$ cat src/sff_map.svh
// Opcodes, field positions, reset values and phase counts of the read block
`ifndef SFF_MAP_SVH
`define SFF_MAP_SVH

`define SFF_OP_FAST_READ      8'h0b
`define SFF_OP_FAST_READ_4B   8'h0c
`define SFF_OP_DUAL_OUT       8'h3b
`define SFF_OP_DUAL_OUT_4B    8'h3c
`define SFF_OP_QUAD_OUT       8'h6b
`define SFF_OP_QUAD_OUT_4B    8'h6c
`define SFF_OP_DUAL_IO        8'hbb
`define SFF_OP_DUAL_IO_4B     8'hbc
`define SFF_OP_QUAD_IO        8'heb
`define SFF_OP_QUAD_IO_4B     8'hec
`define SFF_OP_SET_WRAP       8'h77

`define SFF_ADDR_BITS_3B      6'd24
`define SFF_ADDR_BITS_4B      6'd32
`define SFF_MODE_BITS         6'd8
`define SFF_WRAP_BITS         6'd8
`define SFF_DUMMY_OUT         6'd8
`define SFF_DUMMY_DUAL_IO     6'd0
`define SFF_DUMMY_QUAD_IO     6'd4
`define SFF_OPCODE_LAST       6'd7

`define SFF_WRAP_DIS_POS      4
`define SFF_WRAP_LEN_HI       6
`define SFF_WRAP_LEN_LO       5
`define SFF_WRAP_DIS_RESET    1'b1
`define SFF_WRAP_LEN_RESET    2'h0
`define SFF_WRAP_MIN_BYTES    8'h08

`define SFF_LANES_1           3'd1
`define SFF_LANES_2           3'd2
`define SFF_LANES_4           3'd4

`endif

$ cat src/sff_pkg.sv
// Types shared by the fast read block
`default_nettype none
package sff_pkg;
	typedef enum logic [2:0] {
		ST_OPCODE = 3'b000,
		ST_ADDR   = 3'b001,
		ST_MODE   = 3'b010,
		ST_DUMMY  = 3'b011,
		ST_DATA   = 3'b100,
		ST_WRAP   = 3'b101,
		ST_IGNORE = 3'b110
	} sff_state_e;

	typedef logic [2:0] sff_lanes_t;
endpackage
`default_nettype wire

$ cat src/sff_fast_read.sv
// Fast read command decoder and read datapath of a serial flash slave
`timescale 1ns/1ps
`default_nettype none
`include "sff_map.svh"
module sff_fast_read (
	input  wire logic        i_clock,
	input  wire logic        i_srst,
	input  wire logic        i_chip_select_n,
	input  wire logic        i_serial_clock,
	input  wire logic [3:0]  i_data_line,
	output logic      [3:0]  o_data_line_out,
	output logic      [3:0]  o_data_line_oe,
	input  wire logic        i_quad_mode_enable_bit,
	input  wire logic        i_address_size_flag,
	input  wire logic        i_qpi_mode,
	input  wire logic [7:0]  i_ext_address,
	output logic      [31:0] o_mem_addr,
	input  wire logic [7:0]  i_mem_data,
	output logic             o_wrap_disable_bit,
	output logic      [1:0]  o_wrap_length_field
);
	logic [5:0]            pins;
	logic                  cs_n, sclk, sclk_prev_q, rise, fall;
	logic [3:0]            din, out_q, oe_q;
	sff_pkg::sff_state_e   state_q;
	logic [5:0]            cnt_q, cnt_plus, abits_q, dummy_q, dec_dummy;
	logic [6:0]            op_sh_q;
	logic [7:0]            opcode, out_sh_q;
	logic [31:0]           sh_q, sh_next, rd_addr_q;
	sff_pkg::sff_lanes_t   alanes_q, dlanes_q, dec_alanes, dec_dlanes;
	logic                  has_mode_q, set_wrap_q, wrap_app_q, addr_done;
	logic                  wrap_dis_q;
	logic [1:0]            wrap_len_q;
	logic [2:0]            bitpos_q;
	logic                  dec_ok, dec_fixed4, dec_quad, dec_mode;
	logic                  dec_setwrap, dec_wrapcmd;
	function automatic logic [31:0] shift_in(input logic [31:0] v,
		input sff_pkg::sff_lanes_t n, input logic [3:0] d);
		case (n)
			`SFF_LANES_2: shift_in = {v[29:0], d[1:0]};
			`SFF_LANES_4: shift_in = {v[27:0], d};
			default:      shift_in = {v[30:0], d[0]};
		endcase
	endfunction
	// Top bits of a byte onto the lanes, lowest lane gets lowest bit
	function automatic logic [3:0] lane_bits(input logic [7:0] b,
		input sff_pkg::sff_lanes_t n);
		case (n)
			`SFF_LANES_2: lane_bits = {2'h0, b[7:6]};
			`SFF_LANES_4: lane_bits = b[7:4];
			default:      lane_bits = {2'h0, b[7], 1'b0};
		endcase
	endfunction
	function automatic logic [3:0] lane_mask(input sff_pkg::sff_lanes_t n);
		case (n)
			`SFF_LANES_2: lane_mask = 4'h3;
			`SFF_LANES_4: lane_mask = 4'hf;
			default:      lane_mask = 4'h2;
		endcase
	endfunction
	function automatic logic [31:0] next_addr(input logic [31:0] a,
		input logic wrap, input logic [1:0] len);
		logic [7:0] m;
		logic [7:0] inc;
		m = (`SFF_WRAP_MIN_BYTES << len) - 8'h01;
		inc = a[7:0] + 8'h01;
		if (wrap) begin
			next_addr = {a[31:8], (a[7:0] & ~m) | (inc & m)};
		end else begin
			next_addr = a + 32'h0000_0001;
		end
	endfunction
	sff_sync #(.WIDTH(6)) u_sync (
		.i_clock(i_clock), .i_srst(i_srst),
		.i_pin({i_chip_select_n, i_serial_clock, i_data_line}),
		.i_reset_value(6'h20), .o_level(pins));
	assign cs_n = pins[5];
	assign sclk = pins[4];
	assign din  = pins[3:0];
	always_ff @(posedge i_clock) begin
		if (i_srst) begin
			sclk_prev_q <= 1'b0;
		end else begin
			sclk_prev_q <= sclk;
		end
	end
	assign rise = !cs_n && sclk && !sclk_prev_q;
	assign fall = !cs_n && !sclk && sclk_prev_q;
	assign opcode = {op_sh_q, din[0]};
	assign sh_next = shift_in(sh_q, alanes_q, din);
	assign cnt_plus = cnt_q + {3'h0, alanes_q};
	assign addr_done = rise && state_q == sff_pkg::ST_ADDR &&
		cnt_plus == abits_q && !set_wrap_q;
	always_comb begin
		dec_ok = 1'b1;
		dec_fixed4 = 1'b0;
		dec_quad = 1'b0;
		dec_mode = 1'b0;
		dec_setwrap = 1'b0;
		dec_wrapcmd = 1'b0;
		dec_dummy = `SFF_DUMMY_OUT;
		dec_alanes = `SFF_LANES_1;
		dec_dlanes = `SFF_LANES_1;
		case (opcode)
			`SFF_OP_FAST_READ: ;
			`SFF_OP_FAST_READ_4B: dec_fixed4 = 1'b1;
			`SFF_OP_DUAL_OUT: dec_dlanes = `SFF_LANES_2;
			`SFF_OP_DUAL_OUT_4B: begin
				dec_dlanes = `SFF_LANES_2;
				dec_fixed4 = 1'b1;
			end
			`SFF_OP_QUAD_OUT: begin
				dec_dlanes = `SFF_LANES_4;
				dec_quad = 1'b1;
			end
			`SFF_OP_QUAD_OUT_4B: begin
				dec_dlanes = `SFF_LANES_4;
				dec_quad = 1'b1;
				dec_fixed4 = 1'b1;
			end
			`SFF_OP_DUAL_IO, `SFF_OP_DUAL_IO_4B: begin
				dec_alanes = `SFF_LANES_2;
				dec_dlanes = `SFF_LANES_2;
				dec_mode = 1'b1;
				dec_dummy = `SFF_DUMMY_DUAL_IO;
				dec_fixed4 = opcode == `SFF_OP_DUAL_IO_4B;
			end
			`SFF_OP_QUAD_IO, `SFF_OP_QUAD_IO_4B: begin
				dec_alanes = `SFF_LANES_4;
				dec_dlanes = `SFF_LANES_4;
				dec_mode = 1'b1;
				dec_quad = 1'b1;
				dec_wrapcmd = 1'b1;
				dec_dummy = `SFF_DUMMY_QUAD_IO;
				dec_fixed4 = opcode == `SFF_OP_QUAD_IO_4B;
			end
			`SFF_OP_SET_WRAP: begin
				dec_alanes = `SFF_LANES_4;
				dec_setwrap = 1'b1;
			end
			default: dec_ok = 1'b0;
		endcase
		if ((dec_fixed4 && i_qpi_mode) ||
			(dec_quad && !i_quad_mode_enable_bit)) begin
			dec_ok = 1'b0;
		end
	end
	// Command phase sequencing on serial clock rising edges
	always_ff @(posedge i_clock) begin
		if (i_srst || cs_n) begin
			state_q <= sff_pkg::ST_OPCODE;
			cnt_q <= 6'h00;
			op_sh_q <= 7'h00;
			sh_q <= 32'h0000_0000;
			abits_q <= `SFF_ADDR_BITS_3B;
			alanes_q <= `SFF_LANES_1;
			dlanes_q <= `SFF_LANES_1;
			dummy_q <= 6'h00;
			has_mode_q <= 1'b0;
			set_wrap_q <= 1'b0;
			wrap_app_q <= 1'b0;
		end else if (rise) begin
			case (state_q)
				sff_pkg::ST_OPCODE: begin
					op_sh_q <= opcode[6:0];
					cnt_q <= cnt_q + 6'h01;
					if (cnt_q == `SFF_OPCODE_LAST) begin
						cnt_q <= 6'h00;
						state_q <= dec_ok ? sff_pkg::ST_ADDR :
							sff_pkg::ST_IGNORE;
						abits_q <= (dec_fixed4 || i_address_size_flag) ?
							`SFF_ADDR_BITS_4B : `SFF_ADDR_BITS_3B;
						alanes_q <= dec_alanes;
						dlanes_q <= dec_dlanes;
						dummy_q <= dec_dummy;
						has_mode_q <= dec_mode;
						set_wrap_q <= dec_setwrap;
						wrap_app_q <= dec_wrapcmd && !wrap_dis_q;
					end
				end
				sff_pkg::ST_ADDR: begin
					sh_q <= sh_next;
					cnt_q <= cnt_plus;
					if (cnt_plus == abits_q) begin
						cnt_q <= 6'h00;
						if (set_wrap_q) begin
							state_q <= sff_pkg::ST_WRAP;
						end else if (has_mode_q) begin
							state_q <= sff_pkg::ST_MODE;
						end else begin
							state_q <= sff_pkg::ST_DUMMY;
						end
					end
				end
				sff_pkg::ST_MODE, sff_pkg::ST_WRAP: begin
					// Mode byte is taken but not acted on
					sh_q <= sh_next;
					cnt_q <= cnt_plus;
					if (cnt_plus == `SFF_MODE_BITS) begin
						cnt_q <= 6'h00;
						if (state_q == sff_pkg::ST_WRAP) begin
							state_q <= sff_pkg::ST_IGNORE;
						end else if (dummy_q == 6'h00) begin
							state_q <= sff_pkg::ST_DATA;
						end else begin
							state_q <= sff_pkg::ST_DUMMY;
						end
					end
				end
				sff_pkg::ST_DUMMY: begin
					cnt_q <= cnt_q + 6'h01;
					if (cnt_q + 6'h01 == dummy_q) begin
						state_q <= sff_pkg::ST_DATA;
					end
				end
				default: ;
			endcase
		end
	end
	// Wrap setting survives chip select, changed only by the wrap command
	always_ff @(posedge i_clock) begin
		if (i_srst) begin
			wrap_dis_q <= `SFF_WRAP_DIS_RESET;
			wrap_len_q <= `SFF_WRAP_LEN_RESET;
		end else if (rise && state_q == sff_pkg::ST_WRAP &&
			cnt_plus == `SFF_WRAP_BITS) begin
			wrap_dis_q <= sh_next[`SFF_WRAP_DIS_POS];
			wrap_len_q <= sh_next[`SFF_WRAP_LEN_HI:`SFF_WRAP_LEN_LO];
		end
	end
	// Read address: loaded at address end, stepped per output byte
	always_ff @(posedge i_clock) begin
		if (i_srst) begin
			rd_addr_q <= 32'h0000_0000;
		end else if (addr_done) begin
			if (abits_q == `SFF_ADDR_BITS_3B) begin
				rd_addr_q <= {i_ext_address, sh_next[23:0]};
			end else begin
				rd_addr_q <= sh_next;
			end
		end else if (fall && state_q == sff_pkg::ST_DATA &&
			bitpos_q == 3'h0) begin
			rd_addr_q <= next_addr(rd_addr_q, wrap_app_q, wrap_len_q);
		end
	end
	// Data out on falling edges; drivers off the clock after the synchronised chip select goes high
	always_ff @(posedge i_clock) begin
		if (i_srst || cs_n) begin
			out_sh_q <= 8'h00;
			bitpos_q <= 3'h0;
			out_q <= 4'h0;
			oe_q <= 4'h0;
		end else if (fall && state_q == sff_pkg::ST_DATA) begin
			oe_q <= lane_mask(dlanes_q);
			bitpos_q <= bitpos_q + dlanes_q;
			if (bitpos_q == 3'h0) begin
				out_q <= lane_bits(i_mem_data, dlanes_q);
				out_sh_q <= i_mem_data << dlanes_q;
			end else begin
				out_q <= lane_bits(out_sh_q, dlanes_q);
				out_sh_q <= out_sh_q << dlanes_q;
			end
		end
	end
	assign o_data_line_out = out_q;
	assign o_data_line_oe = oe_q;
	assign o_mem_addr = rd_addr_q;
	assign o_wrap_disable_bit = wrap_dis_q;
	assign o_wrap_length_field = wrap_len_q;
endmodule
`default_nettype wire

$ cat src/sff_sync.sv
// Three-stage pin synchroniser with agreement filter
`timescale 1ns/1ps
`default_nettype none
module sff_sync #(
	parameter int WIDTH = 1
) (
	input  wire logic             i_clock,
	input  wire logic             i_srst,
	input  wire logic [WIDTH-1:0] i_pin,
	input  wire logic [WIDTH-1:0] i_reset_value,
	output logic      [WIDTH-1:0] o_level
);
	logic [WIDTH-1:0] s1_q;
	logic [WIDTH-1:0] s2_q;
	logic [WIDTH-1:0] s3_q;
	logic [WIDTH-1:0] level_q;

	always_ff @(posedge i_clock) begin
		s1_q <= i_pin;
		s2_q <= s1_q;
		s3_q <= s2_q;
	end

	// Only bits where stages two and three agree are taken
	always_ff @(posedge i_clock) begin
		if (i_srst) begin
			level_q <= i_reset_value;
		end else begin
			level_q <= (level_q & ~(s2_q ^ s3_q)) ^
				(level_q & ~(s2_q ^ s3_q)) ^
				((s2_q & s3_q) | (level_q & (s2_q ^ s3_q)));
		end
	end

	assign o_level = level_q;
endmodule
`default_nettype wire

$ cat config.mk
export PLATFORM = sky130hd
export DESIGN_NAME = sff_fast_read
export DESIGN_NICKNAME = d
export VERILOG_FILES = /design/src/sff_pkg.sv /design/src/sff_fast_read.sv /design/src/sff_sync.sv
export VERILOG_INCLUDE_DIRS = /design/src
export SDC_FILE = /design/constraint.sdc
export NUM_CORES = 1
export LEC_CHECK = 0
export BUFFER_PORTS_ARGS = -buffer_cell sky130_fd_sc_hd__buf_2
export CAP_MARGIN = 10
export CORE_MARGIN = 2
export CORE_UTILIZATION = 25
export CTS_BUF_LIST = sky130_fd_sc_hd__clkbuf_8
export DETAILED_ROUTE_END_ITERATION = 8
export GPL_TIMING_DRIVEN = 0
export PLACE_DENSITY = 0.48
export SLEW_MARGIN = 10
export SYNTH_ARGS = -nofsm -noshare
export SYNTH_HDL_FRONTEND = slang
export SYNTH_SLANG_ARGS = --single-unit
$ cat constraint.sdc
create_clock -name i_clock -period 3.7 [get_ports i_clock]
set_input_delay 0.185 -clock i_clock [delete_from_list [all_inputs] [get_ports i_clock]]
set_output_delay 0.185 -clock i_clock [all_outputs]
set_load 0.1 [all_outputs]
==> results.txt, run 1 <==
----------------------------------------------------
[Power and ir drop]
  Tot Pwr ... approximately 2.9 mW
  Power density over cell area ... 351 nW/um^2
  Worst voltage drop across the vdd grid ... 0.163 mV
  Cell leakage power ... between 2 and 3 nW

[Status]
  Run status ... complete, no violations

[CTS]
  TritonCTS clock tree ... yes
  Hold buffer count at cts ... 6
  Root buffer cell ... clkbuf_8
  Post-CTS sizing ... 0
  Clock transition at the registers of the reported paths ... around 0.090 ns
  Total clock sinks ... around 140
  Number of buffers created by CTS ... 17
  Count of H-tree levels built during CTS ... 4
  Buffer levels on the longest clock path ... 2
  Latest clock arrival within the worst-skew pair ... between 0.4 and 0.5 ns
  Buffer count from post-CTS setup fixing ... 0

[Yosys]
  Ys Warns ... 0
  Synth area leader ... dfxtp_1
  Post-Syn Area ... between 7000 and 8000 sq um
  Post-synth net total ... 887
  Ys flop type ... dfxtp_1
  Flop and latch count out of synthesis ... around 140
  Cell types with the largest area share after synthesis ... dfxtp_1, a211oi_1, a21oi_1, nor2_1, mux2i_1
  Count of mapped cells out of synthesis ... roughly 850
  Fraction of synthesized cell area taken by the top area cell type ... roughly two fifths
  Syn Area/Cell ... 8.40 sq um
  Fraction of registers with async set or reset after synthesis ... 0%
  Seq/Total Area, Yosys ... between 30% and 40%
  Count of flip-flops with a built-in enable after synthesis ... 0
  Count of different cell masters after synthesis ... between 60 and 70

[Cells and area]
  Signed area change from the synthesized netlist to the final layout ... 18.2%
  Number of nets in the layout ... slightly below 1000
  Most common library cell in the layout ignoring fill and taps ... dfxtp_1
  Share of final-layout standard cells stronger than drive strength 1 ... a little over an eighth
  Top library cells by usage in the layout, fill and taps aside ... dfxtp_1, nor2_1, buf_2, a21oi_1, nand2_1
  Total non-filler cell area in the finished layout ... between 8000 and 9000 sq um
  Number of antenna repair diodes ... 0
  Utilization after layout ... 30.1%
  Number of fillers in the final layout ... 3050

[Setup path]
  Element type at the critical path start ... register
  Logic depth of the worst register-to-register path ... 11
  Dominant delay contributor by cell family on the critical path ... simple AND/OR/NAND/NOR gates
  WP data required ... between 4 and 5 ns
  Critical path class ... register to register
  Endpoint arrival time on the critical path ... 3.64 ns
  Delay of the slowest cell on the worst path ... around 0.48 ns
  Worst reg-to-reg setup slack ... 0.39 ns
  Worst r2r dst ... o_mem_addr[18]$_SDFFE_PP0P_
  Worst-path maximum fanout ... 10
  CP Cell Sequence ... ha_1 > inv_1 > fa_1 > xnor2_1 > or4_1 > a2111o_1 > a211o_1 > buf_6 > buf_2 > nor3_1 > a211oi_1
  Launch instance of the worst register-to-register path ... cnt_q[0]$_SDFFE_PP0P_
  Cell at the slowest stage of the critical path ... or4_1
  Buffers and inverters on the worst path ... 3
  Crit. End Element ... register

[Routing]
  Iter 0 DRT Violations ... 426
  Vias ... 6500
  Post-DR wirelength/cell ... about 16 um
  Total routed wirelength ... about 21000 um
  Drc violations ... 0
  Count of TritonRoute iterations in the first routing pass ... 5
  Post-DR vias/cell ... 4.90
  Number of antenna-violating nets in the routed design ... 0

[Placed design]
  Final estimated routing congestion in global placement ... approximately 0.8
  DP Wirelength ... around 16000 um
  Pre-CTS WS ... approximately 0.40 ns
  Placement Cell Area ... roughly 7900 sq um
  Number of buffers inserted by port buffering ... between 60 and 70

[Floorplan]
  Total I/O pin count ... 70
  DIE AREA ... 29800 sq um
  Number of cell rows ... slightly above 60
  Horiz. Die Dim ... roughly 170 um
  Effective utilization at floorplan ... between 20 and 30%
  Chip height ... around 170 um
  Core box area ... between 20000 and 30000 sq um

[STA]
  Final number of hold-violating endpoints ... 0
  Layout Skew ... about 0.017 ns
  Count of endpoints failing setup in the final report ... 0
  Final critical-path required period ... between 3 and 4 ns
  Highest clock frequency the design can meet ... between 300 and 400 MHz
  TNS Setup ... 0 ns
  Post-layout worst setup margin ... 0.386 ns
  Headroom to the max-slew limit ... between 40% and 50%
  Unrepaired setup endpoints after global routing ... no
  Measured slew at the worst slew-check pin ... approximately 0.84 ns
  Max-slew violation total from the final report ... 0
  Final clock period utilization by the worst path ... between 80 and 90%

[GRT]
  Overall routing resource usage ... about 15%
  Number of global-route vias before repair ... 6210
  Total grt overflow ... 0
  First-pass GRT wire length ... 34600 um
  Number of antenna violations at the first check in global routing ... 0
  Pin count of the biggest net entering global routing ... 17

[Min path]
  HP Class ... input pin to register
  Launch instance of the worst min-delay path ... i_address_size_flag
  Endpoint of the worst hold-timing path ... abits_q[4]$_SDFFE_PP1P_
  Instance count along the most critical hold path ... 4

[Job]
  # Max-Cap Violations ... 0

----------------------------------------------------
## Yosys cell counts, types with 5 or more instances
cell type and instances:
buf_2 10, a21oi_1 71, nand2b_1 8, nor3_1 41
a311oi_1 6, xnor2_1 19, or3_1 8, nor2_1 88
clkbuf_1 47, dfxtp_1 138, ha_1 12, o21ai_0 45
nor3b_1 5, inv_1 10, xor2_1 20, nand2_1 60
a22oi_1 5, mux2i_1 27, nand4_1 9, a211oi_1 54
and2_1 19, nor2b_1 8, nand3_1 21, a22o_1 27
a31oi_1 5
## flip-flops by register name (all words and copies together), names as in the netlist, 3 cells and up, named ones only
register	flops
o_data_line_out	4
cnt_q	6
bitpos_q	3
u_sync.o_level	6
state_q	3
o_data_line_oe	3
dlanes_q	3
alanes_q	3
o_mem_addr	29
sh_q	31
u_sync.s2_q	6
out_sh_q	8
u_sync.s1_q	6
op_sh_q	7
u_sync.s3_q	6
## worst max path at each step
stage	endpoint	startpoint	slack, ns	cells after the start
finish	o_mem_addr[18]$_SDFFE_PP0P_	cnt_q[0]$_SDFFE_PP0P_	0.39	11
global route	o_mem_addr[26]$_SDFFE_PP0P_	alanes_q[0]$_SDFFE_PP1P_	0.21	11
CTS	o_mem_addr[26]$_SDFFE_PP0P_	cnt_q[0]$_SDFFE_PP0P_	0.40	11
detailed placement	o_mem_addr[26]$_SDFFE_PP0P_	cnt_q[0]$_SDFFE_PP0P_	0.40	11
global placement	o_mem_addr[26]$_SDFFE_PP0P_	cnt_q[0]$_SDFFE_PP0P_	0.39	11
floorplan	o_mem_addr[23]$_SDFFE_PP0P_	o_mem_addr[9]$_SDFFE_PP0P_	0.82	6
## power by group
part           internal (mW)  leakage (nW)  switching [mW]
clock network          0.742         0.207           0.606
logic                 0.0348          1.61          0.0563
registers               1.50          1.12         0.00796
total                   2.28          2.93           0.670
## through the flow
stage                     hold slack [ns]  cells
after floorplan                     0.213    846
after global placement              0.290   1292
after detailed placement            0.289   1292
after CTS                          0.0609   1327
after global routing               0.0608   1327
final                              0.0724   1327
## cell type report
type / instances / area (sq um) / area share (%)
Multi-Input combinational cell: 632 / 4020 / 47.9
Buffer: 64 / 275 / 3.28
Timing Repair Buffer: 74 / 400 / 4.77
Clock buffer: 18 / 248 / 2.95
Inverter: 12 / 45.0 / 0.537
Tap cell: 378 / 473 / 5.63
Clock inverter: 11 / 171 / 2.04
Sequential cell: 138 / 2760 / 32.9
## logic make-up after synthesis
group                      count (synthesis)  share of synthesized area (%)
AOI/OAI and AO/OA                        249                           23.2
and+or+nand+nor                          299                           20.8
buffers and inverters                     76                           4.51
adders and majority gates                 14                           2.68
muxes                                     31                           5.07
xor gates and xnor gates                  39                           4.81
DFF                                      138                           38.9
## metal layers
metal	global-route usage, %	share of wire, %	up-vias
li1	-	-	3277
met3	3.65	5.1	17
met5	0	0	-
met4	4.77	1.5	0
met1	21.0	51	3051
met2	21.1	42	155
## worst register-to-register path, cell delays in order (launching register included)
cell and delay [ns]:
dfxtp_1 0.42, ha_1 0.20, inv_1 0.06, fa_1 0.40, xnor2_1 0.19, or4_1 0.48, a2111o_1 0.36, a211o_1 0.33
buf_6 0.14, buf_2 0.18, nor3_1 0.35, a211oi_1 0.09
(Power assumes the default switching activity.)
==> run 2, diff against run 1 <==
--- a/config.mk
+++ b/config.mk
@@ -14,6 +14,7 @@
 export DETAILED_ROUTE_END_ITERATION = 8
 export GPL_TIMING_DRIVEN = 0
 export PLACE_DENSITY = 0.48
+export RECOVER_POWER = 50
 export SLEW_MARGIN = 10
 export SYNTH_ARGS = -nofsm -noshare
 export SYNTH_HDL_FRONTEND = slang
==> results.txt, run 2 (synthesized netlist as in run 1, its figures left out) <==
----------------------------------------------------
[Routing]
  Total routed wirelength ... 21500 um (+0.51%)
  Post-DR vias/cell ... 4.92 (+0.43%)
  Number of antenna-violating nets in the routed design ... 0 (unchanged)
  Iter 0 DRT Violations ... 509 (+19%)
  Count of TritonRoute iterations in the first routing pass ... 5 (unchanged)
  Drc violations ... 0 (unchanged)
  Post-DR wirelength/cell ... 16.2 um (+0.51%)
  Vias ... 6528 (+0.43%)

[Setup path]
  Logic depth of the worst register-to-register path ... 11 (unchanged)
  Crit. End Element ... register
  Worst reg-to-reg setup slack ... 0.38 ns (about the same)
  Critical path class ... register to register
  Launch instance of the worst register-to-register path ... alanes_q[0]$_SDFFE_PP1P_
  Element type at the critical path start ... register
  WP data required ... 4.03 ns (about the same)
  Endpoint arrival time on the critical path ... 3.65 ns (about the same)
  Worst-path maximum fanout ... 10 (unchanged)
  Worst r2r dst ... o_mem_addr[18]$_SDFFE_PP0P_

[Cells and area]
  Number of nets in the layout ... 980 (unchanged)
  Most flops, register ... sh_q
  Share of final-layout standard cells stronger than drive strength 1 ... 8.64% (-4.8 points)
  Most common library cell in the layout ignoring fill and taps ... dfxtp_1
  Utilization after layout ... 29.9% (-0.21 points)
  Top library cells by usage in the layout, fill and taps aside ... dfxtp_1, clkbuf_1, nor2_1, a21oi_1, nand2_1
  Number of antenna repair diodes ... 0 (unchanged)
  Number of flip-flops in the largest register ... 31 (unchanged)
  Signed area change from the synthesized netlist to the final layout ... 17.4%

[Floorplan]
  Effective utilization at floorplan ... 25.5% (unchanged)
  DIE AREA ... 29800 sq um (unchanged)
  Total I/O pin count ... 70 (unchanged)
  Core box area ... 27900 sq um (unchanged)
  Horiz. Die Dim ... 173 um (unchanged)
  Number of cell rows ... 61 (unchanged)
  Chip height ... 173 um (unchanged)

[CTS]
  TritonCTS clock tree ... yes
  Clock transition at the registers of the reported paths ... 0.09 ns (about the same)
  Buffer count from post-CTS setup fixing ... 0 (unchanged)
  Total clock sinks ... 138 (unchanged)
  Count of H-tree levels built during CTS ... 4 (unchanged)
  Root buffer cell ... clkbuf_8
  Latest clock arrival within the worst-skew pair ... 0.46 ns (about the same)
  Number of buffers created by CTS ... 17 (unchanged)
  Buffer levels on the longest clock path ... 2 (unchanged)

[STA]
  Count of endpoints failing setup in the final report ... 0 (unchanged)
  Unrepaired setup endpoints after global routing ... no
  Post-layout worst setup margin ... 0.382 ns (-0.00400 ns)
  Measured slew at the worst slew-check pin ... 1.26 ns (+0.420 ns)
  Final clock period utilization by the worst path ... 89.7% (+0.11 points)
  Headroom to the max-slew limit ... 16.7% (-28 points)
  Layout Skew ... 0.0157 ns (-0.000960 ns)
  TNS Setup ... 0 ns (unchanged)
  Final number of hold-violating endpoints ... 0 (unchanged)
  Max-slew violation total from the final report ... 0 (unchanged)
  Highest clock frequency the design can meet ... 301 MHz (-0.12%)
  Final critical-path required period ... 3.32 ns (+0.00400 ns)

[GRT]
  Pin count of the biggest net entering global routing ... 17 (unchanged)
  First-pass GRT wire length ... 34600 um (unchanged)
  Number of global-route vias before repair ... 6210 (unchanged)
  Overall routing resource usage ... 14.6% (unchanged)
  Total grt overflow ... 0 (unchanged)
  Number of antenna violations at the first check in global routing ... 0 (unchanged)

[Power and ir drop]
  Design internal power ... 2.28 mW (about the same)
  Part of the power in registers ... 51.0% (about the same)
  Cell leakage power ... 2.74 nW (-6.5%)
  Worst voltage drop across the vdd grid ... 0.164 mV (+0.35%)
  Reported net switching power ... 0.680 mW (+1.5%)
  Power density over cell area ... 355 nW/um^2 (+1.0%)
  Share of total power in combinational logic ... 3.1% (about the same)
  Share of power burned in the clock network ... 45.9% (about the same)
  Switching share of power ... 23.0% (+0.26 points)

[Placed design]
  Final estimated routing congestion in global placement ... 0.807 (unchanged)
  Pre-CTS WS ... 0.401 ns (unchanged)
  DP Wirelength ... 16200 um (unchanged)
  Number of buffers inserted by port buffering ... 68 (unchanged)

[Status]
  Run status ... complete, no violations

[Min path]
  Launch instance of the worst min-delay path ... i_address_size_flag
  HP Class ... input pin to register
  Instance count along the most critical hold path ... 4 (unchanged)
  Endpoint of the worst hold-timing path ... abits_q[4]$_SDFFE_PP1P_

[Job]
  # Max-Cap Violations ... 0 (unchanged)

----------------------------------------------------
==> run 2: layout make-up <==
cell class	instances	area, sq um
clock buffers	18	248
inverters	12	45.0
fillers	3083	19500
clock inverters	11	171
plain buffers	64	270
well taps	378	473
multi-input cells	632	4020
flip-flops and latches	138	2760
repair buffers	74	347
==> run 2: metal layers <==
metal  vias to the layer above  global-route usage (%)  routed length (um)
met5                         -                       0                   0
met4                         0                    4.77                 350
met3                        21                    3.65                1170
met2                       150                    21.1                9000
met1                      3081                    21.0               11000
li1                       3276                       -                   -
==> run 2: worst max-delay path, stage by stage (launching register included) <==
cell      delay (ns)
dfxtp_1         0.41
ha_1            0.20
inv_1           0.06
fa_1            0.40
xnor2_1         0.19
or4_1           0.48
a2111o_1        0.36
a211o_1         0.33
buf_6           0.14
buf_2           0.18
nor3_1          0.35
a211oi_1        0.09
==> run 2: how the worst max path moves through the flow <==
stage	start	endpoint	slack [ns]	depth (start not counted)
final	alanes_q[0]$_SDFFE_PP1P_	o_mem_addr[18]$_SDFFE_PP0P_	0.38	11
after global routing	alanes_q[0]$_SDFFE_PP1P_	o_mem_addr[26]$_SDFFE_PP0P_	0.21	11
after CTS	cnt_q[0]$_SDFFE_PP0P_	o_mem_addr[26]$_SDFFE_PP0P_	0.40	11
after detailed placement	cnt_q[0]$_SDFFE_PP0P_	o_mem_addr[26]$_SDFFE_PP0P_	0.40	11
after global placement	cnt_q[0]$_SDFFE_PP0P_	o_mem_addr[26]$_SDFFE_PP0P_	0.39	11
after floorplan	o_mem_addr[9]$_SDFFE_PP0P_	o_mem_addr[23]$_SDFFE_PP0P_	0.82	6
==> run 2: stage by stage <==
step | power (mW) | cells | hold slack [ns] | instance area [sq um]
after CTS | 2.99 | 1327 | 0.0609 | 8400
final | 2.96 | 1327 | 0.0676 | 8340
after global routing | 3.07 | 1327 | 0.0608 | 8340
after detailed placement | 1.63 | 1292 | 0.289 | 7920
after global placement | 1.63 | 1292 | 0.290 | 7920
after floorplan | 1.59 | 846 | 0.213 | 7100
==> run 2: repair_timing <==
| action | CTS | global route |
|---|---|---|
| hold buffers | 6 | 0 |
| setup endpoints to repair | 0 | 0 |
| resized for setup | 0 | 0 |
| endpoints found under the hold margin | 6 | 0 |
==> run 2: power by group through the flow <==
| stage | registers (mW) | logic [mW] | clock network (mW) |
|---|---|---|---|
| 2_1_floorplan | 1.54 | 0.0488 | 0 |
| 3_3_place_gp | 1.54 | 0.0875 | 0 |
| 3_5_place_dp | 1.54 | 0.0874 | 0 |
| 4_1_cts | 1.51 | 0.0927 | 1.39 |
| 5_1_grt | 1.51 | 0.102 | 1.46 |
| 6_report | 1.51 | 0.0909 | 1.36 |
